<file path="src/common/mpr_consts.vh">
// constants for the multifunction terminal routing block
`ifndef MPR_CONSTS_VH
`define MPR_CONSTS_VH
`define MPR_ROUTE_OFFSET  8'h8C
`define MPR_ROUTE_RESET   32'h00001000
`define MPR_ROUTE_WMASK   32'h0FFFFFFF
`define MPR_ZERO32        32'h00000000
`define MPR_CODE_GPI      4'h0
`define MPR_CODE_GPO      4'h1
`define MPR_CODE_C2       4'h2
`define MPR_CODE_C3       4'h3
`define MPR_CODE_C4       4'h4
`define MPR_CODE_C5       4'h5
`define MPR_CODE_C6       4'h6
`define MPR_CODE_C7       4'h7
`define MPR_CODE_C8       4'h8
`define MPR_CODE_C9       4'h9
`define MPR_CODE_CA       4'hA
`define MPR_CODE_CB       4'hB
`define MPR_CODE_CC       4'hC
`define MPR_CODE_CD       4'hD
`define MPR_CODE_CE       4'hE
`define MPR_CODE_CF       4'hF
`define MPR_IRQ_BASE      4'h0
`define MPR_F0_LSB        0
`define MPR_F1_LSB        4
`define MPR_F2_LSB        8
`define MPR_F3_LSB        12
`define MPR_F4_LSB        16
`define MPR_F5_LSB        20
`define MPR_F6_LSB        24
`define MPR_PIN_IDLE      7'h00
`define MPR_PIN_ALL       7'h7F
`define MPR_GPI_IDLE      5'h00
`define MPR_IRQ7          4'h7
`endif

</file>
<file path="src/hw/mpr_pin_routing.v">
// multifunction terminal routing register and selection logic
// Function
// - bits 31 to 28 read zero, ignore writes
// - reset value 0x00001000, terminal 3 serial
// - eeprom may preload the register default
// - register at offset 0x8C, both functions
// - terminal 6: clock-run or interrupt lines 2-15
// - terminal 5 code table selection
// - terminal 4 code table selection
// - terminal 3: serial interrupt or lines 2-15
// - terminal 2 code table selection
// - terminal 1 code table selection
// - serial-bus strap puts SDA, SCL on 1, 4
`timescale 1ns/1ps
`include "mpr_consts.vh"
module mpr_pin_routing (
  input  wire        clock,
  input  wire        rstn,
  input  wire        cfg_write,
  input  wire        cfg_read,
  input  wire        cfg_func,
  input  wire [7:0]  cfg_addr,
  input  wire [3:0]  cfg_byte_en,
  input  wire [31:0] cfg_wdata,
  output reg  [31:0] cfg_rdata,
  input  wire        eeprom_load,
  input  wire [31:0] eeprom_data,
  input  wire        serial_bus_mode_n,
  input  wire        sda_out,
  input  wire        sda_oe,
  input  wire        scl_out,
  input  wire        scl_oe,
  output reg         sda_in,
  output reg         scl_in,
  input  wire [15:0] irq_lines,
  input  wire        serial_interrupt_out,
  input  wire        clkrun_out,
  input  wire        clkrun_oe,
  output reg         clkrun_in,
  input  wire [4:0]  general_output,
  output reg  [4:0]  general_input,
  input  wire        inta_out,
  input  wire        intb_out,
  input  wire        arbitration_grant,
  output reg         arbitration_request,
  input  wire        lock_out,
  input  wire        lock_oe,
  output reg         lock_in,
  input  wire        zoom_status,
  input  wire        zoom_select_0,
  input  wire        zoom_select_1,
  input  wire        card_audio_pwm,
  input  wire        power_state_indicator,
  input  wire        socket0_activity_led,
  input  wire        socket1_activity_led,
  input  wire        socket_led,
  input  wire        general_event,
  input  wire        ring_indicate,
  input  wire [6:0]  pin_in,
  output reg  [6:0]  pin_out,
  output reg  [6:0]  pin_oe
);

  reg  [31:0] route;
  reg  [31:0] next_route;
  reg  [31:0] wmask;
  reg  [6:0]  next_out;
  reg  [6:0]  next_oe;
  reg  [4:0]  next_gpi;
  reg         next_req;
  reg         next_clkrun;
  reg         next_lock;
  reg         next_sda;
  reg         next_scl;
  wire        reg_hit;
  wire [3:0]  f0;
  wire [3:0]  f1;
  wire [3:0]  f2;
  wire [3:0]  f3;
  wire [3:0]  f4;
  wire [3:0]  f5;
  wire [3:0]  f6;

  // register decode: same offset in either function
  // cfg_func is left unread on purpose: one register serves both
  // functions, so a write through either one lands in the same flops
  // and a read through either one returns the same word
  assign reg_hit = (cfg_addr == `MPR_ROUTE_OFFSET);

  // field slices, one nibble per terminal

  assign f0 = route[`MPR_F0_LSB +: 4];
  assign f1 = route[`MPR_F1_LSB +: 4];
  assign f2 = route[`MPR_F2_LSB +: 4];
  assign f3 = route[`MPR_F3_LSB +: 4];
  assign f4 = route[`MPR_F4_LSB +: 4];
  assign f5 = route[`MPR_F5_LSB +: 4];
  assign f6 = route[`MPR_F6_LSB +: 4];

  // interrupt line picked by a code, line number equals the code
  // codes below 2 never reach this pick with the terminal driven,
  // so the low lines it may return are harmless
  function irq_pick;
    input [15:0] lines;
    input [3:0]  code;
    begin
      irq_pick = lines[code - `MPR_IRQ_BASE];
    end
  endfunction

  // source for terminals 0 and 1; only the code 1 and code 2 sources differ
  // sharing one table keeps the two terminals from drifting apart
  function low_pick;
    input [3:0]  code;
    input        gpo;
    input        intx;
    input [15:0] lines;
    input        zst;
    input        zs0;
    input        aud;
    input        led0;
    input        led1;
    input        gev;
    begin
      case (code)
        `MPR_CODE_GPO: low_pick = gpo;
        `MPR_CODE_C2:  low_pick = intx;
        `MPR_CODE_C6:  low_pick = zst;
        `MPR_CODE_C7:  low_pick = zs0;
        `MPR_CODE_C8:  low_pick = aud;
        `MPR_CODE_CC:  low_pick = led0;
        `MPR_CODE_CD:  low_pick = led1;
        `MPR_CODE_CE:  low_pick = gev;
        default:       low_pick = irq_pick(lines, code);
      endcase
    end
  endfunction

  // byte-enabled write mask; top nibble never writable
  // the preload wins over a config write in the same cycle, so a
  // stray write during the serial load cannot corrupt the default
  always @* begin
    wmask = {{8{cfg_byte_en[3]}}, {8{cfg_byte_en[2]}},
             {8{cfg_byte_en[1]}}, {8{cfg_byte_en[0]}}} &
            `MPR_ROUTE_WMASK;
    next_route = route;
    if (eeprom_load) begin
      next_route = eeprom_data & `MPR_ROUTE_WMASK;
    end else if (cfg_write && reg_hit) begin
      next_route = (route & ~wmask) | (cfg_wdata & wmask);
    end
  end

  // terminal output select
  // every terminal is worked out from the register and the live
  // sources, then registered, so pins change one cycle after a source
  // a reprogram in operation may glitch a terminal for that cycle
  always @* begin
    next_out = `MPR_PIN_IDLE;
    next_oe  = `MPR_PIN_ALL;
    // terminal 0
    next_oe[0] = (f0 != `MPR_CODE_GPI);
    next_out[0] = low_pick(f0, general_output[0], inta_out, irq_lines,
                           zoom_status, zoom_select_0, card_audio_pwm,
                           socket0_activity_led, socket1_activity_led,
                           general_event);
    // terminal 1
    next_oe[1] = (f1 != `MPR_CODE_GPI);
    next_out[1] = low_pick(f1, general_output[1], intb_out, irq_lines,
                           zoom_status, zoom_select_0, card_audio_pwm,
                           socket0_activity_led, socket1_activity_led,
                           general_event);
    // terminal 2
    // the arbitration request comes in from the board, so code 2
    // leaves the terminal undriven like a general input
    next_oe[2] = (f2 != `MPR_CODE_GPI) && (f2 != `MPR_CODE_C2);
    case (f2)
      `MPR_CODE_GPO: next_out[2] = general_output[2];
      `MPR_CODE_C6:  next_out[2] = zoom_status;
      `MPR_CODE_C7:  next_out[2] = zoom_select_0;
      `MPR_CODE_C8:  next_out[2] = card_audio_pwm;
      `MPR_CODE_CB:  next_out[2] = power_state_indicator;
      `MPR_CODE_CC:  next_out[2] = ring_indicate;
      `MPR_CODE_CD:  next_out[2] = socket1_activity_led;
      `MPR_CODE_CE:  next_out[2] = general_event;
      `MPR_CODE_CF:  next_out[2] = irq_lines[`MPR_IRQ7];
      default:       next_out[2] = irq_pick(irq_lines, f2);
    endcase
    // terminal 3: serial interrupt or irq, code 0 reserved
    next_oe[3] = (f3 != `MPR_CODE_GPI);
    next_out[3] = (f3 == `MPR_CODE_GPO) ? serial_interrupt_out
                                        : irq_pick(irq_lines, f3);
    // terminal 4
    // the bus lock is open drain: its own enable decides when it pulls
    next_oe[4] = (f4 != `MPR_CODE_GPI) &&
                 ((f4 != `MPR_CODE_C2) || lock_oe);
    case (f4)
      `MPR_CODE_GPO: next_out[4] = general_output[3];
      `MPR_CODE_C2:  next_out[4] = lock_out;
      `MPR_CODE_C6:  next_out[4] = zoom_status;
      `MPR_CODE_C7:  next_out[4] = zoom_select_1;
      `MPR_CODE_C8:  next_out[4] = card_audio_pwm;
      `MPR_CODE_CC:  next_out[4] = ring_indicate;
      `MPR_CODE_CD:  next_out[4] = socket_led;
      `MPR_CODE_CE:  next_out[4] = general_event;
      `MPR_CODE_CF:  next_out[4] = power_state_indicator;
      default:       next_out[4] = irq_pick(irq_lines, f4);
    endcase
    // terminal 5
    next_oe[5] = (f5 != `MPR_CODE_GPI);
    case (f5)
      `MPR_CODE_GPO: next_out[5] = general_output[4];
      `MPR_CODE_C2:  next_out[5] = arbitration_grant;
      `MPR_CODE_C6:  next_out[5] = zoom_status;
      `MPR_CODE_C7:  next_out[5] = zoom_select_1;
      `MPR_CODE_C8:  next_out[5] = card_audio_pwm;
      `MPR_CODE_C9:  next_out[5] = power_state_indicator;
      `MPR_CODE_CC:  next_out[5] = socket0_activity_led;
      `MPR_CODE_CD:  next_out[5] = socket_led;
      `MPR_CODE_CE:  next_out[5] = general_event;
      default:       next_out[5] = irq_pick(irq_lines, f5);
    endcase
    // terminal 6: clock-run is open drain, code 0 reserved
    next_oe[6] = (f6 == `MPR_CODE_GPO) ? clkrun_oe
                                       : (f6 != `MPR_CODE_GPI);
    next_out[6] = (f6 == `MPR_CODE_GPO) ? clkrun_out
                                        : irq_pick(irq_lines, f6);
    // strap overrides terminals 1 and 4 with the serial bus
    // done last so it beats whatever the fields asked for; the
    // serial-bus engine owns both enables while the strap is low
    if (!serial_bus_mode_n) begin
      next_out[1] = sda_out;
      next_oe[1]  = sda_oe;
      next_out[4] = scl_out;
      next_oe[4]  = scl_oe;
    end
  end

  // terminal input capture; reserved codes read as idle
  // an input not routed to its terminal rests at its idle level, so
  // a floating or driven terminal never leaks into the wrong consumer
  // active-low inputs (lock, clock-run, serial bus) idle high
  always @* begin
    next_gpi[0] = (f0 == `MPR_CODE_GPI) & pin_in[0];
    next_gpi[1] = (f1 == `MPR_CODE_GPI) & serial_bus_mode_n & pin_in[1];
    next_gpi[2] = (f2 == `MPR_CODE_GPI) & pin_in[2];
    next_gpi[3] = (f4 == `MPR_CODE_GPI) & serial_bus_mode_n & pin_in[4];
    next_gpi[4] = (f5 == `MPR_CODE_GPI) & pin_in[5];
    next_req    = (f2 == `MPR_CODE_C2) & pin_in[2];
    next_lock   = (f4 != `MPR_CODE_C2) | ~serial_bus_mode_n | pin_in[4];
    next_clkrun = (f6 != `MPR_CODE_GPO) | pin_in[6];
    next_sda    = serial_bus_mode_n | pin_in[1];
    next_scl    = serial_bus_mode_n | pin_in[4];
  end

  // register and output flops
  // every output leaves a flop, so the pins see no decode glitches
  // reset releases all terminals; terminal 3 drives from the next edge
  always @(posedge clock or negedge rstn) begin
    if (!rstn) begin
      route               <= `MPR_ROUTE_RESET;
      cfg_rdata           <= `MPR_ZERO32;
      pin_out             <= `MPR_PIN_IDLE;
      pin_oe              <= `MPR_PIN_IDLE;
      general_input       <= `MPR_GPI_IDLE;
      arbitration_request <= 1'b0;
      lock_in             <= 1'b1;
      clkrun_in           <= 1'b1;
      sda_in              <= 1'b1;
      scl_in              <= 1'b1;
    end else begin
      route               <= next_route;
      // read data holds between reads; unmapped offsets read zero
      if (cfg_read && reg_hit) begin
        cfg_rdata <= route & `MPR_ROUTE_WMASK;
      end else if (cfg_read) begin
        cfg_rdata <= `MPR_ZERO32;
      end
      pin_out             <= next_out;
      pin_oe              <= next_oe;
      general_input       <= next_gpi;
      arbitration_request <= next_req;
      lock_in             <= next_lock;
      clkrun_in           <= next_clkrun;
      sda_in              <= next_sda;
      scl_in              <= next_scl;
    end
  end

endmodule // mpr_pin_routing

</file>
<file path="config.mk">
export PLATFORM = sky130hd
export DESIGN_NAME = mpr_pin_routing
export DESIGN_NICKNAME = d
export VERILOG_FILES = /design/src/hw/mpr_pin_routing.v
export VERILOG_INCLUDE_DIRS = /design/src /design/src/common
export SDC_FILE = /design/constraint.sdc
export NUM_CORES = 1
export LEC_CHECK = 0
export ABC_AREA = 0
export BUFFER_PORTS_ARGS = -buffer_cell sky130_fd_sc_hd__clkbuf_2
export CAP_MARGIN = 20
export CORE_MARGIN = 3
export CORE_UTILIZATION = 35
export DETAILED_ROUTE_END_ITERATION = 10
export GPL_TIMING_DRIVEN = 0
export SLEW_MARGIN = 30
export SYNTH_ARGS = -nofsm -noshare
export SYNTH_HDL_FRONTEND = slang
export SYNTH_SLANG_ARGS = --single-unit
</file>
<file path="constraint.sdc">
create_clock -name clock -period 3.2 [get_ports clock]
set_input_delay 0.16 -clock clock [delete_from_list [all_inputs] [get_ports clock]]
set_output_delay 0.16 -clock clock [all_outputs]
set_load 0.03 [all_outputs]
</file>
==> impl_metrics.py <==
metrics = {
    "global_route": {
        "grt_pass1_wl_um": 23100,
        "grt_pass1_vias": 4273,
        "grt_max_degree": 48,
        "antenna_found_initial": 0,
        "grt_usage_pct": 20.7,
        "grt_overflow_total": 0,
    },
    "floorplan": {
        "row_count": 41,
        "start_util_pct": 36.3,
        "coreArea_um2": 12800,
        "die_w_um": 121,
        "die-area_um2": 14700,
        "die-height_um": 121,
        "ios": 189,
    },
    "logic_synthesis": {
        "synth_top_cell_by_area": "dfrtp_1",
        "synth_flop_cell": "dfrtp_1",
        "yosysUniqueCellTypes": 60,
        "yosysSeqAreaShare_pct": 43.2,
        "ys_seq_elements": 80,
        "ys_warn_count": 0,
        "syn_inst": 431,
        "synth.area.top_cells": "dfrtp_1 40%, mux4_2 10%, mux2i_1 8.0%",
        "synth_edf_count": 0,
        "syn_area_um2": 4650,
        "synth_most_common_cell": "dfrtp_1",
        "synth_top_area_share_pct": 40.4,
        "synth-async-reset-ratio_pct": 100,
        "synth_common_cells": "75 x dfrtp_1, 49 x nand2_1, 37 x mux2i_1, 35 x o21ai_0, 28 x a22o_1",
        "synth_area_per_cell_um2": 10.8,
    },
    "setup_path": {
        "ff2ff_path_depth": 3,
        "crit_chain": "clkbuf_1 -> mux4_2 -> mux4_2",
        "cp-end-kind": "flip-flop",
        "cp.arrival_ns": 2.22,
        "path_buf_inv": 1,
        "critPathKind": "flip-flop to flip-flop",
        "r2r-end": "pin_out[3]",
        "cp_common_cell": "mux4_2",
        "startpoint_type": "flip-flop",
        "required_ns": 3.42,
        "critical-path-top-delay-family": "multiplexers",
        "max_stage_delay_ns": 0.57,
        "crit_path_end": "pin_out[3]",
        "critPathMaxFanout": 7,
        "cp.depth": 3,
        "r2r_slack_ns": 1.19,
        "cp_slowest_cell": "mux4_2",
    },
    "cts": {
        "htree_levels": 3,
        "clockBufferDepth": 2,
        "ctsHoldBuffers": 3,
        "cts_resized": 0,
        "cts_tree": "done",
        "clock_latency_ns": 0.34,
        "clk_pin_slew_worst_paths_ns": 0.06,
        "cts.sinks": 80,
        "cts-root-buf": "clkbuf_16",
        "cts_post_setup_buffers_inserted": 0,
        "cts_buffers": 9,
    },
    "final_layout": {
        "n_antenna_cell": 0,
        "syn_to_final_growth_pct": 31.2,
        "fin_nets": 755,
        "final_area_um2": 6100,
        "drive_above_1_share_pct": 39.2,
    },
    "run_status": {
        "status": "finished clean",
    },
    "detailed_routing": {
        "dr.pass1.iters": 4,
        "routed_wl_um": 14900,
        "wl_per_cell_um": 18.6,
        "via_per_inst": 5.34,
        "postRouteAntennaNets": 0,
        "drt_iter0_drc": 272,
        "drc_errors": 0,
        "num_vias": 4269,
    },
    "sta": {
        "rsz0062_at_grt": "false",
        "timing.final.max_slew_violations": 0,
        "fin_crit_sh_pct": 62.7,
        "fin_worst_skew_ns": 0.00423,
        "clock.fmax_mhz": 499,
        "setup_ws_ns": 1.19,
        "worstMarginPinSlew_ns": 0.662,
        "fin_crit_ns": 2.01,
        "finalSetupViolCount": 0,
        "maxSlewHeadroom_pct": 55.5,
        "tns_ns": 0,
        "finalHoldViolations": 0,
    },
    "placement": {
        "placed_area_um2": 5780,
        "io_buffer_count": 173,
        "gp_congestion": 0.813,
        "dp_slack_ns": 1.19,
        "dpl.hpwl_um": 11500,
    },
    "min_path": {
        "min_path_type": "primary input to flip-flop",
        "worstHoldPathCells": 3,
    },
    "flow_run": {
        "drv_cap": 0,
    },
    "pwr": {
        "p_leak_nw": 3.06,
        "ir_worst_vdd_mv": 0.221,
        "powerDensity_nw_per_um2": 456,
    },
}
-- cell type report --
type,count,area (um2)
Timing Repair Buffer,177,932
Clock inverter,5,40.0
Multi-Input combinational cell,299,2370
Fill cell,1242,6720
Sequential cell,80,2010
Tap cell,172,215
Buffer,46,253
Inverter,9,33.8
Clock buffer,11,253
-- worst reg2reg max path, stage by stage (launching register included) --
cell      delay (ns)
dfstp_2         0.51
clkbuf_1        0.35
mux4_2          0.57
mux4_2          0.45
-- cell families (layout without fill, tap and decap cells) --
group / after synthesis / in the layout / share of synthesized area (%)
fa+ha+maj: 1 / 1 / 0.215
compound gates: 114 / 114 / 17.1
flops: 80 / 80 / 43.2
xor+xnor: 2 / 2 / 0.377
buf+inv: 55 / 248 / 6.16
simple gates: 114 / 114 / 12.0
mux: 64 / 64 / 20.9
other cells: 1 / 4 / 0.0806
-- routing by layer --
layer	GRT usage, %	vias up	share of wire (%)
met4	6.58	0	2.0
li1	-	1992	-
met1	28.1	2072	43
met5	0	-	0
met2	31.6	183	46
met3	6.57	22	8.5
-- cells in the final DEF (no fill, tap or decap), types with 4 or more instances in the layout --
master	instances
a211oi_1	7
a21oi_1	13
a22o_1	28
and3_1	6
buf_2	7
buf_4	5
clkbuf_1	25
clkbuf_16	9
clkbuf_2	172
clkbuf_8	6
conb_1	4
dfrtp_1	75
dfstp_2	5
inv_1	8
mux2i_1	37
mux4_1	4
mux4_2	21
nand2_1	49
nand2b_1	4
nand3b_1	4
nor2_1	19
nor3_1	8
o21ai_0	35
-- worst min path at each step --
stage                         start  slack [ns]                    endpoint
after detailed placement       rstn        0.09                   pin_oe[2]
final                     clkrun_oe        0.02                   pin_oe[6]
after global placement    pin_in[6]        0.35                   clkrun_in
after CTS                 clkrun_oe       0.004                   pin_oe[6]
after floorplan                rstn       -0.14  asynchronous set/reset pin
after global routing      pin_in[1]        0.01                      sda_in
-- where the power goes --
group | leakage [nW] | total [W] | switching (W) | internal, W
Clock | 0.134 | 0.00100 | 0.000428 | 0.000572
Combinational | 1.92 | 0.000669 | 0.000380 | 0.000289
Sequential | 1.01 | 0.00111 | 0.0000368 | 0.00108
Total | 3.06 | 0.00278 | 0.000845 | 0.00194
-- through the flow --
stage / power, W / std cells / hold slack [ns] / utilization, %
finish: 0.00278 / 799 / 0.0169 / 47.6
global route: 0.00292 / 799 / 0.0130 / 47.6
CTS: 0.00281 / 799 / 0.00434 / 47.6
detailed placement: 0.00180 / 780 / 0.0872 / 45.1
global placement: 0.00178 / 779 / 0.353 / 44.8
floorplan: 0.00155 / 434 / -0.136 / -
No activity file was read; power rests on OpenSTA's default activity.
